==> src/hw/frg_pkg.sv <==
// package: region, path, operation and level encodings for the flash read-protection gate
package frg_pkg;

  typedef enum logic [1:0] {
    FRG_OPEN_LEVEL         = 2'h0,
    FRG_READ_PROTECT_LEVEL = 2'h1,
    FRG_LOCKED_LEVEL       = 2'h2
  } frg_level_e;

  typedef enum logic [2:0] {
    FRG_RGN_MAIN_LOW  = 3'h0,
    FRG_RGN_MAIN_HIGH = 3'h1,
    FRG_RGN_OPTION    = 3'h2,
    FRG_RGN_SYSMEM    = 3'h3,
    FRG_RGN_SRAM      = 3'h4
  } frg_region_e;

  typedef enum logic [1:0] {
    FRG_OP_READ       = 2'h0,
    FRG_OP_PROGRAM    = 2'h1,
    FRG_OP_PAGE_ERASE = 2'h2,
    FRG_OP_MASS_ERASE = 2'h3
  } frg_op_e;

  typedef enum logic {
    FRG_PATH_DEBUG = 1'h0,
    FRG_PATH_CODE  = 1'h1
  } frg_path_e;

  typedef enum logic [1:0] {
    FRG_ST_IDLE  = 2'h0,
    FRG_ST_ERASE = 2'h1
  } frg_state_e;

  localparam int unsigned FRG_ADDR_W         = 32;
  localparam logic [31:0] FRG_MAIN_LOW_LIMIT = 32'h0000_1000;

  typedef struct packed {
    frg_path_e   path;
    frg_region_e region;
    frg_op_e     op;
  } frg_req_s;

  typedef struct packed {
    logic grant;
    logic deny;
  } frg_rsp_s;

endpackage

==> src/hw/frg_gate.sv <==
// module: access and protection-level gate for flash in system-memory boot
`timescale 1ns/1ns

module frg_gate
  import frg_pkg::*;
#(
  parameter int unsigned ERASE_WAIT_MAX = 16
) (
  input  wire logic       clk,
  input  wire logic       nrst,
  input  wire logic       req_valid,
  input  wire frg_req_s   req,
  input  wire logic       lvl_req_valid,
  input  wire frg_level_e lvl_req,
  input  wire logic       mass_erase_done,
  output frg_rsp_s        rsp,
  output logic            rsp_valid,
  output logic            page_erase_go,
  output logic            mass_erase_go,
  output logic            violation,
  output logic            lvl_ack,
  output logic            lvl_nack,
  output frg_level_e      level,
  output logic            debug_enable,
  output logic            busy
);

  function automatic logic allow(input frg_level_e lv, input frg_req_s r);
    logic ok;
    logic dbg;
    ok  = 1'b0;
    dbg = (r.path == FRG_PATH_DEBUG);
    if (r.op == FRG_OP_MASS_ERASE) begin
      ok = !dbg || (lv != FRG_LOCKED_LEVEL);
    end else if (r.region == FRG_RGN_SRAM) begin
      ok = (r.op != FRG_OP_PAGE_ERASE) && !(dbg && lv == FRG_LOCKED_LEVEL);
    end else if (r.region == FRG_RGN_SYSMEM) begin
      ok = !dbg;
    end else if (dbg && lv != FRG_OPEN_LEVEL) begin
      ok = (lv == FRG_READ_PROTECT_LEVEL) && (r.region == FRG_RGN_OPTION);
    end else if (lv == FRG_OPEN_LEVEL) begin
      ok = 1'b1;
    end else if (r.region == FRG_RGN_MAIN_LOW) begin
      ok = (r.op == FRG_OP_READ);
    end else if (r.region == FRG_RGN_OPTION) begin
      ok = (lv != FRG_LOCKED_LEVEL) || (r.op == FRG_OP_READ);
    end else begin
      ok = 1'b1;
    end
    return ok;
  endfunction

  // level and erase-wait group
  frg_state_e  state_r;
  frg_state_e  state_nxt;
  frg_level_e  level_r;
  frg_level_e  level_nxt;
  logic        ack_r;
  logic        ack_nxt;
  logic        nack_r;
  logic        nack_nxt;
  logic        erase_kick_nxt;
  logic [15:0] wait_r;
  logic [15:0] wait_nxt;
  logic        debug_r;
  logic        debug_nxt;
  logic        busy_r;
  logic        busy_nxt;

  // access response group
  frg_rsp_s    rsp_r;
  frg_rsp_s    rsp_nxt;
  logic        rsp_valid_r;
  logic        rsp_valid_nxt;
  logic        pe_r;
  logic        pe_nxt;
  logic        me_r;
  logic        me_nxt;
  logic        viol_r;
  logic        viol_nxt;

  // request qualifiers
  logic        lvl_take;
  logic        acc_take;
  logic        acc_ok;
  logic        bad_target;

  // a level change wins the cycle; accesses are dropped while erasing
  assign lvl_take   = lvl_req_valid && (state_r == FRG_ST_IDLE);
  assign acc_take   = req_valid && !lvl_req_valid && (state_r == FRG_ST_IDLE);
  assign acc_ok     = allow(level_r, req);
  assign bad_target = !(lvl_req inside {FRG_OPEN_LEVEL, FRG_READ_PROTECT_LEVEL,
                                        FRG_LOCKED_LEVEL});

  always_comb begin
    state_nxt      = state_r;
    level_nxt      = level_r;
    ack_nxt        = 1'b0;
    nack_nxt       = 1'b0;
    erase_kick_nxt = 1'b0;
    wait_nxt       = wait_r;
    case (state_r)
      FRG_ST_IDLE: begin
        if (lvl_take) begin
          if (level_r == FRG_LOCKED_LEVEL) begin
            nack_nxt = 1'b1;
          end else if (bad_target) begin
            nack_nxt = 1'b1;
          end else if (lvl_req == level_r) begin
            nack_nxt = 1'b1;
          end else if (level_r == FRG_READ_PROTECT_LEVEL && lvl_req == FRG_OPEN_LEVEL) begin
            erase_kick_nxt = 1'b1;
            wait_nxt       = '0;
            state_nxt      = FRG_ST_ERASE;
          end else begin
            level_nxt = lvl_req;
            ack_nxt   = 1'b1;
          end
        end
      end
      FRG_ST_ERASE: begin
        // level only drops once main flash is confirmed blank
        if (mass_erase_done) begin
          level_nxt = FRG_OPEN_LEVEL;
          ack_nxt   = 1'b1;
          state_nxt = FRG_ST_IDLE;
        end else if (wait_r == 16'(ERASE_WAIT_MAX)) begin
          erase_kick_nxt = 1'b1; // retry keeps a lost pulse from stalling the downgrade in erase
          wait_nxt       = '0;
        end else begin
          wait_nxt = wait_r + 16'h0001;
        end
      end
      default: begin
        state_nxt = FRG_ST_IDLE;
      end
    endcase
    // status outputs registered so they leave straight from flops
    debug_nxt = (level_nxt != FRG_LOCKED_LEVEL);
    busy_nxt  = (state_nxt == FRG_ST_ERASE);
  end

  always_comb begin
    rsp_nxt       = '0;
    rsp_valid_nxt = 1'b0;
    pe_nxt        = 1'b0;
    me_nxt        = erase_kick_nxt;
    viol_nxt      = 1'b0;
    if (acc_take) begin
      rsp_valid_nxt = 1'b1;
      rsp_nxt.grant = acc_ok;
      rsp_nxt.deny  = !acc_ok;
      viol_nxt      = !acc_ok;
      pe_nxt        = acc_ok && (req.op == FRG_OP_PAGE_ERASE) &&
                      (req.region != FRG_RGN_SRAM);
      me_nxt        = acc_ok && (req.op == FRG_OP_MASS_ERASE);
    end
  end

  always_ff @(posedge clk or negedge nrst) begin
    if (!nrst) begin
      state_r <= FRG_ST_IDLE;
      level_r <= FRG_OPEN_LEVEL;
      ack_r   <= 1'b0;
      nack_r  <= 1'b0;
      wait_r  <= '0;
      debug_r <= 1'b1;
      busy_r  <= 1'b0;
    end else begin
      state_r <= state_nxt;
      level_r <= level_nxt;
      ack_r   <= ack_nxt;
      nack_r  <= nack_nxt;
      wait_r  <= wait_nxt;
      debug_r <= debug_nxt;
      busy_r  <= busy_nxt;
    end
  end

  always_ff @(posedge clk or negedge nrst) begin
    if (!nrst) begin
      rsp_r       <= '0;
      rsp_valid_r <= 1'b0;
      pe_r        <= 1'b0;
      me_r        <= 1'b0;
      viol_r      <= 1'b0;
    end else begin
      rsp_r       <= rsp_nxt;
      rsp_valid_r <= rsp_valid_nxt;
      pe_r        <= pe_nxt;
      me_r        <= me_nxt;
      viol_r      <= viol_nxt;
    end
  end

  assign rsp           = rsp_r;
  assign rsp_valid     = rsp_valid_r;
  assign page_erase_go = pe_r;
  assign mass_erase_go = me_r;
  assign violation     = viol_r;
  assign lvl_ack       = ack_r;
  assign lvl_nack      = nack_r;
  assign level         = level_r;
  assign debug_enable  = debug_r;
  assign busy          = busy_r;

endmodule // frg_gate

==> config.mk <==
export PLATFORM = sky130hd
export DESIGN_NAME = frg_gate
export DESIGN_NICKNAME = d
export VERILOG_FILES = /design/src/hw/frg_pkg.sv /design/src/hw/frg_gate.sv
export SDC_FILE = /design/constraint.sdc
export NUM_CORES = 1
export LEC_CHECK = 0
export BUFFER_PORTS_ARGS = -buffer_cell sky130_fd_sc_hd__buf_2
export CORE_UTILIZATION = 61
export CTS_CLUSTER_SIZE = 28
export DETAILED_ROUTE_END_ITERATION = 10
export GPL_ROUTABILITY_DRIVEN = 0
export PLACE_DENSITY = 0.88
export SETUP_SLACK_MARGIN = 0.2
export SYNTH_ARGS = -nofsm -noshare
export SYNTH_HDL_FRONTEND = slang
export SYNTH_SLANG_ARGS = --single-unit
export TNS_END_PERCENT = 1
==> constraint.sdc <==
create_clock -name clk -period 4.5 [get_ports clk]
set_input_delay 0.225 -clock clk [delete_from_list [all_inputs] [get_ports clk]]
set_output_delay 0.225 -clock clk [all_outputs]
set_load 0.02 [all_outputs]
==> qor_table.md, run 1 <==
| Parameter | Reported |
| --- | --- |
| First DRT Iteration DRCs | 68 |
| Post-Route WL | 4040 microns |
| CTS root buf | clkbuf_4 |
| RSZ-0062 raised after global routing | no |
| H-tree lvl count | 2 |
| Global-route wire length before repair | 7090 microns |
| Antenna diode count | 0 |
| Final non-filler cell total | 242 |
| Vias in the first global route | 1,607 |
| Switching share of power | 31.7% |
| Antenna violations before repair | 0 |
| Area growth syn-to-layout | 9.55% |
| Number of top-level design ports | 25 |
| Leading post-synthesis cells by instance count | dfrtp_1 (28), nand2_1 (19), nand3_1 (18), inv_1 (12), nor2_1 (11) |
| Syn nets | 202 |
| Insertion delay to the later sink of the worst-skew pair | 0.34 ns |
| Post-synthesis instance total | 187 |
| Via density | 6.62 |
| Internal | 400 uW |
| Share of final-layout standard cells stronger than drive strength 1 | 20.9% |
| Clock period minus worst slack | 2.30 ns |
| Inserted Clock Buffers | 5 |
| Clock Power Share | 28.1% |
| Area of the mapped netlist | 1760 sq um |
| Count of input and output buffers | 24 |
| Run status | finished clean |
| 1st-pass router iterations | 5 |
| Cell type with the highest aggregate area in the netlist | dfrtp_1 |
| EDFF count, synth | 0 |
| Cell Rows | 19 |
| Number of endpoints with negative hold slack in the final report | 0 |
| Main synth FF type | dfrtp_1 |
| Fin crit share | 51.2% |
| Number of buffers and inverters on the critical path | 1 |
| Synth Area per Inst | 9.39 sq um |
| CP delay by family, top | simple AND/OR/NAND/NOR gates |
| Post-synth cell types | 58 |
| TritonCTS sink count | 29 |
| Total die area | 3100 sq um |
| Sequential fraction of the synthesis area | 41.4% |
| Number of pins exceeding their max-slew limit in the final report | 0 |
| Transition time at the pin with the least slew margin | 0.892 ns |
| Fmax achieved | 434 MHz |
| Proportion of power drawn by flip-flops and latches | 52.4% |
| Clock tree from TritonCTS | done |
| Number of vias in the routed layout | 1,603 |
| WS Path Type | flip-flop to flip-flop |
| CTS clock-pin slew for the worst setup and hold paths | 0.09 ns |
| Most frequent cell after synthesis | dfrtp_1 |
| Share of Yosys cell area claimed by the top area cell type | 39.9% |
| Max IR drop VDD | 0.260 mV |
| Total congestion overflow after global routing | 0 |
| Starting density of the core | 64.2% |
| Chip Height | 55.6 microns |
| Detailed Place HPWL | 2850 microns |
| DRC | 0 |
| Async set or reset register ratio after synthesis | 100% |
| Global-route total usage across every layer | 28.9% |
| Horiz. Die Dim | 55.6 microns |
| Worst setup EP type | flip-flop |
| Maximum fanout encountered on the critical timing path | 21 |
| Final layout net count | 226 |
| Number of nets with antenna violations after routing | 0 |
| Slowest cell delay on critical path | 0.69 ns |
| Sw Pwr | 186 uW |
| Power per standard cell area | 304 nW/um^2 |
| Pin count of the biggest net entering global routing | 30 |
| Number of cells upsized or downsized after cts | 0 |
| Buffer depth of the longest clock path | 2 |
| Tightest Hold Check Type | input port to flip-flop |
| Leakage Power | 0.000831 uW |
| Final number of setup-violating endpoints | 0 |
| Fillcell total | 221 |
| Combinational share of power | 19.5% |
| Crit path DAT | 2.52 ns |
| Max-Slew Margin vs Limit | 39.7% |
| Area of the core region | 2730 sq um |
| Worst Setup Start Kind | flip-flop |
| Cells along the critical path | inv_1 -> ha_1 -> nor3b_1 -> nand4_1 -> nand2_1 -> o211ai_1 |
| Number of placed cells counting well taps | 234 |
| Worst slack on hold paths | 0.172 ns |
| Yosys warning total | 0 |
| CP max-delay cell | nand4_1 |
| Total power consumption of the routed design | 586 uW |
| Register bit count reported by yosys | 29 |
| Max-capacitance violation count | 0 |
| Crit path required time | 4.71 ns |
| Clock Skews | 0.00952 ns |
| Post-CTS Hold Fix Bufs | 1 |
| Setup TNS | 0 ns |
| Post-CTS repair timing setup buffer count | 0 |
| Per-cell routed wire length | 16.7 microns |
| Top cells by area, synth | dfrtp_1 (40%), nand3_1 (5.1%), nand2_1 (4.1%), nand4_1 (2.9%), inv_1 (2.6%) |
-- stage by stage --
stage | util [%] | instance area, sq um | worst slack (ns)
3_5_place_dp | 68.0 | 1860 | 2.31
3_3_place_gp | 68.0 | 1860 | 2.37
6_report | 70.3 | 1920 | 2.20
5_1_grt | 70.3 | 1920 | 2.02
2_1_floorplan | - | 1760 | 2.84
4_1_cts | 70.3 | 1920 | 2.30
-- state kept, by name, summed over array words and instances (netlist names) --
signal and cells:
rsp 1, mass_erase_go 1, violation 1, state_r 2, wait_r 16, busy 1
page_erase_go 1, lvl_ack 1, debug_enable 1, level 2, rsp_valid 1, lvl_nack 1
-- final timing paths --
check                      startpoint             to  slack, ns  cells after the start
max                         wait_r[0]      wait_r[6]       2.20                      6
max in group asynchronous        nrst      wait_r[2]       3.64                      2
min                            req[1]  page_erase_go       0.17                      2
min reg2reg                wait_r[13]     wait_r[13]       0.55                      1
max reg2reg                 wait_r[0]      wait_r[6]       2.20                      6
min in group asynchronous        nrst  mass_erase_go       0.43                      2
-- worst register-to-register path, cell delays in order (launching register included) --
cell and delay (ns):
dfrtp_1 0.45, inv_1 0.09, ha_1 0.14, nor3b_1 0.19, nand4_1 0.69, nand2_1 0.48, o211ai_1 0.14
-- cells by family after synthesis --
logic type	Yosys count	share of synthesized area (%)
adders and majority gates	3	2.00
AOI/OAI and AO/OA	44	18.9
other	1	0.214
buffers and inverters	20	5.77
and+or+nand+nor	86	29.4
muxes	4	2.28
DFF	29	41.4
-- final cells by class --
type                    instances  area [sq um]  share of cell area (%)
multi-input cells             138           927                    48.2
well taps                      31          38.8                    2.02
clock buffers                   7          55.1                    2.86
repair buffers                 25           130                    6.77
inverters                      12          45.0                    2.34
flip-flops and latches         29           727                    37.8
-- per-layer routing --
metal  up-vias  track usage (%)  part of all wire [%]
met5         -                0                     0
met4         0             14.6                   2.0
met3        13             6.28                   6.3
met2        65             48.7                    50
met1       775             34.7                    42
li1        750                -                     -
-- power by group through the flow --
stage | Clock, uW | Combinational (uW) | Sequential [uW]
3_3_place_gp | 0 | 109 | 310
3_5_place_dp | 0 | 113 | 311
5_1_grt | 175 | 130 | 310
6_report | 164 | 114 | 307
2_1_floorplan | 0 | 66.9 | 318
4_1_cts | 163 | 115 | 307
-- placed cells by master, fill, tap and decap left out, types with 2 or more instances in the layout --
master	instances
o211ai_1	4
nor3b_1	3
a31oi_1	7
clkbuf_4	5
o22ai_1	2
dfrtp_1	28
buf_2	24
nand2_1	19
mux2i_1	4
ha_1	2
a21oi_1	5
o21ai_0	7
o2111ai_1	2
nand3_1	18
and3_2	3
nand2b_1	2
nor2_1	11
nor3_1	2
nor4b_1	2
and4_1	2
nor4_1	3
inv_1	12
nand4_1	8
Note: power is estimated with default switching activity, not from simulation.
==> run 2: changes to the inputs <==
--- a/config.mk
+++ b/config.mk
@@ -5,12 +5,13 @@
 export SDC_FILE = /design/constraint.sdc
 export NUM_CORES = 1
 export LEC_CHECK = 0
+export ABC_AREA = 1
 export BUFFER_PORTS_ARGS = -buffer_cell sky130_fd_sc_hd__buf_2
-export CORE_UTILIZATION = 61
+export CORE_UTILIZATION = 56
 export CTS_CLUSTER_SIZE = 28
 export DETAILED_ROUTE_END_ITERATION = 10
 export GPL_ROUTABILITY_DRIVEN = 0
-export PLACE_DENSITY = 0.88
+export PLACE_DENSITY = 0.82
 export SETUP_SLACK_MARGIN = 0.2
 export SYNTH_ARGS = -nofsm -noshare
 export SYNTH_HDL_FRONTEND = slang
==> constraint.sdc (replaced) <==
create_clock -name clk -period 2.12 [get_ports clk]
set_input_delay 0.106 -clock clk [delete_from_list [all_inputs] [get_ports clk]]
set_output_delay 0.106 -clock clk [all_outputs]
set_load 0.02 [all_outputs]
==> run 2 against run 1 <==
Against the previous run:
- the flow now finishes with violations (DRC)
- register-to-register slack lost 1.6 ns
- first-iteration DRC count fell by 8.8%
- routed wire length down 8.3%
- hold slack got worse by 0.16 ns
- clock skew up 0.00070 ns
- setup slack lost 1.6 ns
- total power increased by 150%
- sequential power grew 150%
- final cell count up 29%
- cell area rose by 1.6%
==> qor_table.md, run 2 <==
| Parameter | Reported | vs previous |
| --- | --- | --- |
| Clock tree from TritonCTS | done |  |
| Area growth syn-to-layout | 11.3% |  |
| Final std cell area, no fill | 1950 sq um | +1.6% |
| Via density | 5.39 | -19% |
| Main synth FF type | dfrtp_1 |  |
| Buffer depth of the longest clock path | 2 | unchanged |
| Clock period minus worst slack | 1.54 ns | -0.763 ns |
| Number of pins exceeding their max-slew limit in the final report | 0 | unchanged |
| Register-to-register path setup slack | 0.58 ns | -1.62 ns |
| CTS root buf | clkbuf_4 |  |
| Post-synthesis share of cell area spent on and, or, nand and nor gates | 37.3% | +7.9 points |
| Post-synthesis instance total | 252 | +35% |
| Synth Area per Inst | 6.97 sq um | -26% |
| Total congestion overflow after global routing | 0 | unchanged |
| Vias in the first global route | 1,483 | -7.7% |
| Number of placed cells counting well taps | 304 | +30% |
| Worst Hold Depth | 2 | unchanged |
| 1st-pass router iterations | 7 | +2 |
| Most frequent cells in the layout | nand2_1 (65), inv_1 (34), nor2_1 (33), dfrtp_1 (28), buf_2 (24) |  |
| Global-route total usage across every layer | 25.9% | -3.0 points |
| Pin count of the biggest net entering global routing | 30 | unchanged |
| Fmax achieved | 649 MHz | +50% |
| Sequential fraction of the synthesis area | 41.4% | about the same |
| TritonCTS sink count | 29 | unchanged |
| Final number of setup-violating endpoints | 0 | unchanged |
| Top register by number of flip-flops | wait_r |  |
| Count of input and output buffers | 24 | unchanged |
| Setup TNS | 0 ns | unchanged |
| Crit path DAT | 1.82 ns | -0.70 ns |
| Chip Height | 58.0 microns | +4.3% |
| Number of top-level design ports | 25 | unchanged |
| H-tree lvl count | 2 | unchanged |
| Post-synth cell types | 27 | -53% |
| Cell type with the highest aggregate area in the netlist | dfrtp_1 |  |
| Share of final-layout standard cells stronger than drive strength 1 | 16.4% | -4.5 points |
| Crit path required time | 2.40 ns | -2.31 ns |
| Antenna diode count | 0 | unchanged |
| Final non-filler cell total | 312 | +29% |
| CP max-delay cell | dfrtp_1 |  |
| Leading post-synthesis cells by instance count | nand2_1 (65), inv_1 (34), nor2_1 (33), dfrtp_1 (28), nand3_1 (20) |  |
| DRC | 3 | +3 |
| Max IR drop VDD | 0.493 mV | +90% |
| Fillcell total | 233 | +5.4% |
| Post-detailed-placement cell area | 1890 sq um | +1.7% |
| Post-Route WL | 3700 microns | -8.3% |
| EDFF count, synth | 0 | unchanged |
| Most frequent cell after synthesis | nand2_1 |  |
| Maximum fanout encountered on the critical timing path | 25 | +19% |
| Fin crit share | 72.7% | +21 points |
| Top cells by area, synth | dfrtp_1 (40%), nand2_1 (14%), inv_1 (7.3%), nor2_1 (7.1%), nand3_1 (5.7%) |  |
| Number of buffers and inverters on the critical path | 2 | +1 |
| Slowest cell delay on critical path | 0.42 ns | -0.27 ns |
| Number of cells on the worst reg-to-reg path | 9 | +3 |
| Global-route wire length before repair | 6470 microns | -8.8% |
| Run status | finished with violations |  |
| Cells along the critical path | inv_2 -> nand2_2 -> nor2_2 -> nand2_4 -> nand2_4 -> inv_2 -> nor2_1 -> nand2_1 -> nand2_1 |  |
| CTS clock-pin slew for the worst setup and hold paths | 0.08 ns | about the same |
| Yosys warning total | 0 | unchanged |
| Worst hold path startpoint | mass_erase_done |  |
| Share of the synthesized area in compound gates (AO/OA/AOI/OAI) | 9.40% | -9.5 points |
| Area of the core region | 2850 sq um | +4.3% |
| Endpoint of the lowest-slack register-to-register path | wait_r[1] |  |
| Cell Rows | 19 | unchanged |
| Clock Skews | 0.0102 ns | +0.000695 ns |
| Area of the mapped netlist | 1760 sq um | about the same |
| Leading cell type in the layout, fill and taps excluded | nand2_1 |  |
| Worst slack on hold paths | 0.0166 ns | -0.156 ns |
| Number of vias in the routed layout | 1,682 | +4.9% |
| Arithmetic-cell share of the synthesized area counting full adders, half adders and majority gates | 1.42% | -0.57 points |
| Leakage Power | 0.00104 uW | +25% |
| Final layout net count | 296 | +31% |
| Antenna violations before repair | 0 | unchanged |
| First DRT Iteration DRCs | 62 | -8.8% |
| CP delay by family, top | simple AND/OR/NAND/NOR gates |  |
| WS Path Type | flip-flop to flip-flop |  |
| Insertion delay to the later sink of the worst-skew pair | 0.34 ns | about the same |
| Number of nets with antenna violations after routing | 0 | unchanged |
| Tightest Hold Check Type | input port to flip-flop |  |
| Worst Hold End | lvl_ack |  |
| Total die area | 3370 sq um | +8.7% |
| Starting density of the core | 61.6% | -2.6 points |
| Post-synthesis share of cell area spent on xor and xnor gates | 0% | unchanged |
| Failing checks | DRC |  |
| Startpoint of the worst-slack reg-to-reg timing path | state_r[1] |  |
| RSZ-0062 raised after global routing | no |  |
| Detailed Place HPWL | 2720 microns | -4.6% |
| Transition time at the pin with the least slew margin | 0.610 ns | -0.282 ns |
| Post-CTS repair timing setup buffer count | 0 | unchanged |
| Timing startpoint of the critical path | state_r[1] |  |
| Async set or reset register ratio after synthesis | 100% | unchanged |
| Number of flip-flops in the largest register | 16 | unchanged |
| Per-cell routed wire length | 11.9 microns | -29% |
| Power per standard cell area | 747 nW/um^2 | +150% |
| Max-capacitance violation count | 0 | unchanged |
| Register bit count reported by yosys | 29 | unchanged |
| Share of Yosys cell area claimed by the top area cell type | 39.9% | about the same |
| Total power consumption of the routed design | 1460 uW | +150% |
| Worst setup EP type | flip-flop |  |
| Horiz. Die Dim | 58.0 microns | +4.3% |
| Share of cell area taken by muxes after synthesis | 0% | -2.3 points |
| Worst Setup Start Kind | flip-flop |  |
| Syn nets | 267 | +32% |
| Number of endpoints with negative hold slack in the final report | 0 | unchanged |
| Inserted Clock Buffers | 5 | unchanged |
| Max-Slew Margin vs Limit | 59.3% | +20 points |
| Dominant combinational cell family by area after synthesis | simple AND/OR/NAND/NOR gates |  |
## run 2: how the worst max path moves through the flow
stage | cells after the start | to
finish | 9 | wait_r[1]
floorplan | 9 | wait_r[14]
global route | 9 | wait_r[1]
global placement | 9 | wait_r[0]
detailed placement | 9 | wait_r[0]
CTS | 9 | wait_r[1]
## run 2: timing repair
| item | in CTS | in global routing |
|---|---|---|
| hold buffers | 1 | 0 |
| hold endpoints to repair | 28 | 0 |
| endpoints found under the setup margin | 0 | 0 |
| resized for setup | 0 | 0 |
## run 2: kinds of logic (layout without fill, tap and decap cells)
group	after synthesis	after routing
adders and majority gates	2	2
AOI/OAI and AO/OA	30	30
DFF	29	29
other	1	1
buffers and inverters	43	72
and+or+nand+nor	147	147
## run 2: cell type report
cell class	count	area (sq um)	share of cell area, %
flip-flops and latches	29	727	37.2
clock buffers	7	55.1	2.82
repair buffers	26	138	7.04
well taps	31	38.8	1.98
multi-input cells	180	850	43.5
inverters	39	146	7.49
## run 2: where the power goes
group	switching, uW	total (uW)	internal [uW]
clock network	178	334	156
logic	238	367	129
registers	111	758	648
## run 2: through the flow
stage                     utilization, %  setup slack (ns)
final                               68.5             0.579
after global routing                68.5             0.398
after CTS                           68.5             0.601
after detailed placement            66.2             0.633
after global placement              66.2             0.675
after floorplan                        -             0.755
## run 2: metal layers
layer  vias up  wire length (microns)  global-route usage [%]
met5         -                      0                       0
met4         0                     85                    12.2
li1        868                      -                       -
met3         8                    296                    6.25
met2        55                   1590                    37.4
met1       751                   1730                    36.6
